**config.mk**
```make
export PLATFORM = sky130hd
export DESIGN_NAME = dpc_top
export DESIGN_NICKNAME = d
export VERILOG_FILES = /design/src/dpc_qualify.v /design/src/dpc_top.v
export VERILOG_INCLUDE_DIRS = /design/src /design/src/src
export SDC_FILE = /design/constraint.sdc
export NUM_CORES = 1
export LEC_CHECK = 0
export ABC_AREA = 1
export BUFFER_PORTS_ARGS = -buffer_cell sky130_fd_sc_hd__buf_2
export CELL_PAD_IN_SITES_DETAIL_PLACEMENT = 1
export CELL_PAD_IN_SITES_GLOBAL_PLACEMENT = 2
export CORE_MARGIN = 2
export CORE_UTILIZATION = 35
export DETAILED_ROUTE_END_ITERATION = 12
export GPL_ROUTABILITY_DRIVEN = 0
export PLACE_DENSITY = 0.76
export SLEW_MARGIN = 25
export SYNTH_ARGS = -nofsm -noshare
export SYNTH_HDL_FRONTEND = slang
export SYNTH_SLANG_ARGS = --single-unit
```
**constraint.sdc**
```tcl
create_clock -name i_clk -period 2.67 [get_ports i_clk]
set_input_delay 0.4005 -clock i_clk [delete_from_list [all_inputs] [get_ports i_clk]]
set_output_delay 0.4005 -clock i_clk [all_outputs]
set_load 0.02 [all_outputs]
```
**src/dpc_consts.vh**
```
// Constants for the discharge protection configuration block.
// Assumes a 250 MHz core clock and a 10 us protection time base.
`ifndef DPC_CONSTS_VH
`define DPC_CONSTS_VH

// ----------------------------------------------------------------
// Register map
// ----------------------------------------------------------------
`define DPC_SETUP_ADDR        8'h05
`define DPC_SETUP_RESET       8'h00
`define DPC_ADDR_W            8
`define DPC_DATA_W            8

// ----------------------------------------------------------------
// Field positions of the setup register
// ----------------------------------------------------------------
`define DPC_OC_INHIBIT_BIT    7
`define DPC_OC_LEVEL_HI_BIT   6
`define DPC_OC_LEVEL_LO_BIT   5
`define DPC_SC_INHIBIT_BIT    4
`define DPC_SC_LEVEL_HI_BIT   3
`define DPC_SC_LEVEL_LO_BIT   2
`define DPC_OC_DELAY_HI_BIT   1
`define DPC_OC_DELAY_LO_BIT   0

// ----------------------------------------------------------------
// Timing
// ----------------------------------------------------------------
`define DPC_CLK_PERIOD_PS     4000
`define DPC_TICK_PS           10000000
// 10 us of 4 ns cycles, sized for the tick counter
`define DPC_TICK_CYCLES       12'h9C4
`define DPC_TICK_CNT_W        12
`define DPC_TIME_W            18
// Qualifying times in microseconds, as specified
`define DPC_OC_T0_US          160000
`define DPC_OC_T1_US          320000
`define DPC_OC_T2_US          640000
`define DPC_OC_T3_US          1280000
`define DPC_OC_F0_US          2500
`define DPC_OC_F1_US          5000
`define DPC_OC_F2_US          8000
`define DPC_OC_F3_US          16000
`define DPC_SC_SHORT_US       100
`define DPC_SC_LONG_US        10000
`define DPC_TICK_US           10

`endif

```
**src/dpc_qualify.v**
```verilog
// Qualifying timer for one fault comparator.
// Assumes the comparator input is asynchronous and i_tick is a
// one-cycle pulse every time-base period.
`timescale 1ns/1ps
`include "dpc_consts.vh"
module dpc_qualify (
    input  wire                   i_clk,
    input  wire                   i_rst_n,
    input  wire                   i_tick,
    input  wire                   i_cmp,
    input  wire [`DPC_TIME_W-1:0] i_limit,
    output reg                    o_fire
);

    reg  [2:0]             sync;
    reg                    cond;
    reg  [`DPC_TIME_W-1:0] count;
    reg                    done;

    // ------------------------------------------------------------
    // Three-stage synchroniser; level accepted when the last two stages agree
    // ------------------------------------------------------------
    always @(posedge i_clk or negedge i_rst_n) begin
        if (!i_rst_n) begin
            sync <= 3'h0;
            cond <= 1'b0;
        end else begin
            sync <= {sync[1:0], i_cmp};
            if (sync[1] == sync[2]) begin
                cond <= sync[2];
            end
        end
    end

    // ------------------------------------------------------------
    // Persistence counter
    // ------------------------------------------------------------
    // One extra tick is counted because the first tick can land
    // at any phase; this keeps the delay a least time.
    always @(posedge i_clk or negedge i_rst_n) begin
        if (!i_rst_n) begin
            count  <= {`DPC_TIME_W{1'b0}};
            done   <= 1'b0;
            o_fire <= 1'b0;
        end else begin
            o_fire <= 1'b0;
            if (!cond) begin
                count <= {`DPC_TIME_W{1'b0}};
                done  <= 1'b0;
            end else if (i_tick && !done) begin
                if (count >= i_limit) begin
                    o_fire <= 1'b1;
                    done   <= 1'b1;
                end else begin
                    count <= count + 1'b1;
                end
            end
        end
    end

endmodule

```
**src/dpc_top.v**
```verilog
// Discharge protection setup register and fault response logic.
// Assumes the serial port logic presents decoded register accesses,
// and analog comparators take the threshold selects as trip levels.
// Flag clears and switch writes arrive from registers kept elsewhere.
// What this block does
// - OC inhibit bit 0 lets discharge overcurrent turn off FETs.
// - OC inhibit bit 1 leaves FETs alone on overcurrent.
// - Overcurrent always sets its flag; flag powers thermistor supply.
// - Bits 6:5 select overcurrent trip 0.10/0.12/0.14/0.16 V.
// - Short inhibit bit 4 at 0 lets short circuit turn off FETs.
// - Short inhibit bit at 1 keeps FETs on for short circuit.
// - Short circuit always sets its flag; flag powers thermistor.
// - Bits 3:2 select short trip 0.20/0.35/0.65/1.20 V.
// - Bits 1:0 select overcurrent delay 160/320/640/1280 ms.
// - With fast scale set, delays are 2.5/5/8/16 ms.
// - Fast scale bit shortens overcurrent delay 64 times (codes 0-1) or 80 times (codes 2-3).
// - Short long-delay select: 100 us when 0, 10 ms when 1.
// - Automatic shutdown clears discharge switch bit unless inhibited.
`timescale 1ns/1ps
`include "dpc_consts.vh"
module dpc_top #(
    parameter [`DPC_TICK_CNT_W-1:0] TICK_CYCLES = `DPC_TICK_CYCLES
) (
    input  wire                  i_clk,
    input  wire                  i_rst_n,
    input  wire                  i_reg_wr,
    input  wire                  i_reg_rd,
    input  wire [`DPC_ADDR_W-1:0] i_reg_addr,
    input  wire [`DPC_DATA_W-1:0] i_reg_wdata,
    output reg  [`DPC_DATA_W-1:0] o_reg_rdata,
    input  wire                  i_disch_delay_fast_scale,
    input  wire                  i_short_long_delay_sel,
    input  wire                  i_switch_wr,
    input  wire                  i_switch_wdata,
    input  wire                  i_disch_oc_flag_clr,
    input  wire                  i_short_flag_clr,
    input  wire                  i_disch_oc_cmp,
    input  wire                  i_short_cmp,
    output wire [1:0]            o_disch_oc_trip_voltage,
    output wire [1:0]            o_short_trip_voltage,
    output reg                   o_disch_oc_flag,
    output reg                   o_short_flag,
    output reg                   o_thermistor_supply_out,
    output reg                   o_discharge_switch_ctrl
);

    reg  [`DPC_DATA_W-1:0]      setup;
    reg  [`DPC_TICK_CNT_W-1:0]  tick_cnt;
    reg                         tick;
    wire                        oc_fire;
    wire                        sc_fire;
    wire [`DPC_TIME_W-1:0]      oc_limit;
    wire [`DPC_TIME_W-1:0]      sc_limit;
    wire                        disch_oc_autooff_inhibit;
    wire                        short_autooff_inhibit;
    wire [1:0]                  disch_oc_delay;
    wire [1:0]                  chan_cmp;
    wire [2*`DPC_TIME_W-1:0]    chan_limit;
    wire [1:0]                  chan_fire;

    // Microseconds to time-base ticks
    function [`DPC_TIME_W-1:0] us_to_ticks;
        input [31:0] us;
        reg   [31:0] t;
        begin
            t = us / `DPC_TICK_US;
            us_to_ticks = t[`DPC_TIME_W-1:0];
        end
    endfunction

    function [`DPC_TIME_W-1:0] oc_delay_ticks;
        input [1:0] code;
        input       fast;
        begin
            case ({fast, code})
                3'h0:    oc_delay_ticks = us_to_ticks(`DPC_OC_T0_US);
                3'h1:    oc_delay_ticks = us_to_ticks(`DPC_OC_T1_US);
                3'h2:    oc_delay_ticks = us_to_ticks(`DPC_OC_T2_US);
                3'h3:    oc_delay_ticks = us_to_ticks(`DPC_OC_T3_US);
                3'h4:    oc_delay_ticks = us_to_ticks(`DPC_OC_F0_US);
                3'h5:    oc_delay_ticks = us_to_ticks(`DPC_OC_F1_US);
                3'h6:    oc_delay_ticks = us_to_ticks(`DPC_OC_F2_US);
                default: oc_delay_ticks = us_to_ticks(`DPC_OC_F3_US);
            endcase
        end
    endfunction

    function reg_hit;
        input [`DPC_ADDR_W-1:0] addr;
        begin
            reg_hit = (addr == `DPC_SETUP_ADDR);
        end
    endfunction

    // Turn-off request of one fault channel
    function auto_off;
        input fire;
        input inhibit;
        begin
            auto_off = fire && !inhibit;
        end
    endfunction

    // ------------------------------------------------------------
    // Setup register
    // ------------------------------------------------------------
    always @(posedge i_clk or negedge i_rst_n) begin
        if (!i_rst_n) begin
            setup <= `DPC_SETUP_RESET;
        end else if (i_reg_wr && reg_hit(i_reg_addr)) begin
            setup <= i_reg_wdata;
        end
    end

    // Read data stands one cycle, zero otherwise
    always @(posedge i_clk or negedge i_rst_n) begin
        if (!i_rst_n) begin
            o_reg_rdata <= 8'h00;
        end else if (i_reg_rd && reg_hit(i_reg_addr)) begin
            o_reg_rdata <= setup;
        end else begin
            o_reg_rdata <= 8'h00;
        end
    end

    assign disch_oc_autooff_inhibit = setup[`DPC_OC_INHIBIT_BIT];
    assign short_autooff_inhibit    = setup[`DPC_SC_INHIBIT_BIT];
    assign disch_oc_delay = setup[`DPC_OC_DELAY_HI_BIT:`DPC_OC_DELAY_LO_BIT];
    // Codes drive the analog comparator reference selects
    assign o_disch_oc_trip_voltage =
        setup[`DPC_OC_LEVEL_HI_BIT:`DPC_OC_LEVEL_LO_BIT];
    assign o_short_trip_voltage =
        setup[`DPC_SC_LEVEL_HI_BIT:`DPC_SC_LEVEL_LO_BIT];

    // ------------------------------------------------------------
    // Time base
    // ------------------------------------------------------------
    // One enable pulse per period paces both fault channels
    always @(posedge i_clk or negedge i_rst_n) begin
        if (!i_rst_n) begin
            tick_cnt <= {`DPC_TICK_CNT_W{1'b0}};
            tick     <= 1'b0;
        end else if (tick_cnt >= TICK_CYCLES - 1'b1) begin
            tick_cnt <= {`DPC_TICK_CNT_W{1'b0}};
            tick     <= 1'b1;
        end else begin
            tick_cnt <= tick_cnt + 1'b1;
            tick     <= 1'b0;
        end
    end

    // ------------------------------------------------------------
    // Fault qualification
    // ------------------------------------------------------------
    // Limits are live, so a new setting governs a detection already in progress.
    assign oc_limit = oc_delay_ticks(disch_oc_delay,
                                     i_disch_delay_fast_scale);
    assign sc_limit = i_short_long_delay_sel ?
                      us_to_ticks(`DPC_SC_LONG_US) :
                      us_to_ticks(`DPC_SC_SHORT_US);
    assign chan_cmp   = {i_short_cmp, i_disch_oc_cmp};
    assign chan_limit = {sc_limit, oc_limit};
    assign oc_fire    = chan_fire[0];
    assign sc_fire    = chan_fire[1];

    genvar g;
    generate
        for (g = 0; g < 2; g = g + 1) begin : g_qual
            dpc_qualify u_qual (
                .i_clk   (i_clk),
                .i_rst_n (i_rst_n),
                .i_tick  (tick),
                .i_cmp   (chan_cmp[g]),
                .i_limit (chan_limit[g*`DPC_TIME_W +: `DPC_TIME_W]),
                .o_fire  (chan_fire[g])
            );
        end
    endgenerate

    // ------------------------------------------------------------
    // Flags, thermistor supply and discharge switch
    // ------------------------------------------------------------
    // A fault in the clear cycle wins over the clear.
    always @(posedge i_clk or negedge i_rst_n) begin
        if (!i_rst_n) begin
            o_disch_oc_flag <= 1'b0;
        end else if (oc_fire) begin
            o_disch_oc_flag <= 1'b1;
        end else if (i_disch_oc_flag_clr) begin
            o_disch_oc_flag <= 1'b0;
        end
    end

    always @(posedge i_clk or negedge i_rst_n) begin
        if (!i_rst_n) begin
            o_short_flag <= 1'b0;
        end else if (sc_fire) begin
            o_short_flag <= 1'b1;
        end else if (i_short_flag_clr) begin
            o_short_flag <= 1'b0;
        end
    end

    always @(posedge i_clk or negedge i_rst_n) begin
        if (!i_rst_n) begin
            o_thermistor_supply_out <= 1'b0;
        end else begin
            o_thermistor_supply_out <= o_disch_oc_flag |
                                       o_short_flag;
        end
    end

    // Automatic turn-off beats a software write in the same cycle
    always @(posedge i_clk or negedge i_rst_n) begin
        if (!i_rst_n) begin
            o_discharge_switch_ctrl <= 1'b0;
        end else if (auto_off(oc_fire, disch_oc_autooff_inhibit) ||
                     auto_off(sc_fire, short_autooff_inhibit)) begin
            o_discharge_switch_ctrl <= 1'b0;
        end else if (i_switch_wr) begin
            o_discharge_switch_ctrl <= i_switch_wdata;
        end
    end

endmodule

```
==> out/results.txt <==
core area -> 12,600 µm²
simple-gate share of the synthesized area -> 0.316
hold path depth -> 1
Syn Inst Count -> 556
Required @ worst endpoint -> 2900 ps
largest family of logic cells by synthesized area -> simple AND/OR/NAND/NOR gates
total CTS buffers -> 9
Die ar. -> 13,700 µm²
Congestion Overflow GR -> 0
Tot Pwr -> 2.69 mW
I/O pins -> 44
first-pass GRT wire length -> 19,000 µm
Worst Setup End Kind -> flip-flop
post-DP HPWL -> 8180 µm
buffer depth of the longest clock path -> 2
HP Class -> in2reg
YS warnings -> 0
Initial Util -> 0.357
RSZ-0062 raised after global routing -> no
final period utilization -> 0.888
Synth Area per Inst -> 8.07 µm²
Max-Cap Viols -> 0
vias in the first global route -> 3,874
Chip Width -> 117 µm
P per Cell Area -> 519 nW/µm²
Cell Rows -> 41
crit start category -> flip-flop
final hold viol count -> 0
Yosys reg bits -> 81
pre-CTS setup slack -> 263 ps
pin count of the biggest net entering global routing -> 65
final instance area -> 5170 µm²
post-synth cell types -> 37
Slew HR -> 0.477
Final min period -> 2370 ps
Setup TNS -> 0 ps
initial drt markers -> 92
WHS -> 159 ps
Synth Area in Compound Gates -> 0.0424
detail-routed net length per standard cell -> 14.5 µm
Layout Cells excl Fill -> 778
diode count -> 0
P_leak -> 2.67 nW
arrival time worst endpoint -> 2600 ps
post-synthesis mux area share -> 0.00223
Routed WL -> 11,300 µm
status -> complete, no violations
Worst-Margin Slew -> 782 ps
Synth Net Count -> 609
most common cell after layout, fill and taps aside -> nand2_1
CTS Root Cell -> clkbuf_16
crit-path max FO -> 8
IO buf count -> 43
final setup margin -> 299 ps
All-Layer GR Usage -> 0.179
final setup vio count -> 0
total placed cells including tap cells -> 761
Layout Skew -> 4.12 ps
final core utilization -> 0.411
via count -> 3,755
drt first pass iters -> 4
Cell Area, Placed -> 4870 µm²
initial antenna violation count -> 0
CTS tree -> done
Peak VDD IR -> 0.270 mV
Achievable Freq -> 422 MHz
XOR/XNOR Fraction of Synth Area -> 0.0449
share of cells above drive strength 1 -> 0.129
Filler Cell Count -> 1,545
Post-DRT Antenna Nets -> 0
post-synthesis sequential area ratio -> 0.452
WS Path Type -> reg2reg
Post-Synth Adder-Cell Area -> 0.0742
Area Overhead vs Synth -> 15.2%
H-tree depth -> 3
Syn Std Cell Area -> 4490 µm²
commonest non-fill, non-tap cells in the layout -> nand2_1, nor2_1, dfrtp_1
DR DRC count -> 0
Die Y -> 117 µm
Layout Nets -> 654
Setup Fix Bufs, Post-CTS -> 0
Final Max Slew Viols -> 0
later-pin clock latency in the skew report -> 340 ps
Worst R2R Path Depth -> 13
clock-pin transition on the worst setup and hold timing paths -> 70 ps
vias per cell -> 4.83
CTS sink cnt -> 81
==> layer usage <==
layer	up-vias	GRT usage	part of all wire
met5	-	0	0
met4	0	0.0659	0.015
met3	11	0.0376	0.041
met2	54	0.284	0.46
met1	1821	0.243	0.48
li1	1869	-	-
==> final cells by class <==
class / count / area (µm²) / area share
clock buffer: 9 / 225 / 0.0436
inverter: 60 / 225 / 0.0436
timing repair buffer: 47 / 263 / 0.0508
tap: 172 / 215 / 0.0416
sequential: 81 / 2030 / 0.392
multi-input combinational: 402 / 2150 / 0.417
clock inverter: 7 / 61.3 / 0.0119
==> cells in the mapped netlist (all sizes together) <==
library cell	n	area share
nand3b	6	0.010
clkinv	1	0.00084
dfrtp	81	0.45
o21bai	2	0.0033
xnor2	7	0.014
and2	1	0.0014
clkbuf	4	0.0033
a21o	1	0.0017
ha	25	0.070
o41ai	1	0.0020
nand2	138	0.12
o21ai	11	0.012
a21oi	19	0.021
nor3	7	0.0089
buf	9	0.015
nor4	2	0.0028
nand4	5	0.010
maj3	2	0.0045
nor2	89	0.077
a221oi	1	0.0020
mux2i	1	0.0022
nand3	61	0.075
inv	59	0.049
xor2	16	0.031
nor3b	7	0.013
==> power breakdown <==
| group | internal (mW) | switching [mW] |
|---|---|---|
| Clock | 0.648 | 0.562 |
| Combinational | 0.0655 | 0.136 |
| Sequential | 1.25 | 0.0218 |
| Total | 1.97 | 0.720 |
==> worst max-delay path: stages (launching register included) <==
cell and delay, ps:
dfrtp_1 440, inv_1 130, nand2_1 150, o21ai_0 110, ha_1 310, nand2_1 80
nor2_1 220, nand2_1 90, o21ai_1 150, nand2_1 130, nand3_2 140, nand2_2 150
nand3_1 120, nand2_1 60
==> logic make-up after synthesis <==
family | after synthesis
compound gates | 35
xor+xnor | 23
fa+ha+maj | 27
buf+inv | 73
flops | 81
mux | 1
simple gates | 316
==> repair_timing <==
| item | in CTS | in global routing |
|---|---|---|
| gates resized for setup | 0 | 0 |
| endpoints found under the hold margin | 17 | 0 |
| hold buffers | 1 | 0 |
==> state kept, by name (all words and copies together) (netlist names) <==
name / cells
g_qual.u_qual.done: 2
g_qual.u_qual.o_fire: 2
tick: 1
setup: 8
o_discharge_switch_ctrl: 1
g_qual.u_qual.count: 36
g_qual.u_qual.sync: 6
o_reg_rdata: 8
tick_cnt: 12
o_disch_oc_flag: 1
o_thermistor_supply_out: 1
o_short_flag: 1
g_qual.u_qual.cond: 2
==> final timing paths <==
| check | from | endpoint | slack [ps] |
|---|---|---|---|
| min in group asynchronous | i_rst_n | g_qual[0].u_qual.count[15] | 480 |
| min reg2reg | g_qual[0].u_qual.sync[0] | g_qual[0].u_qual.sync[1] | 350 |
| max | setup[1] | g_qual[0].u_qual.count[5] | 300 |
| max in group asynchronous | i_rst_n | tick_cnt[5] | 1550 |
| min | i_short_cmp | g_qual[1].u_qual.sync[0] | 160 |
| max reg2reg | setup[1] | g_qual[0].u_qual.count[5] | 300 |
Power figures use the tool's default switching activity.
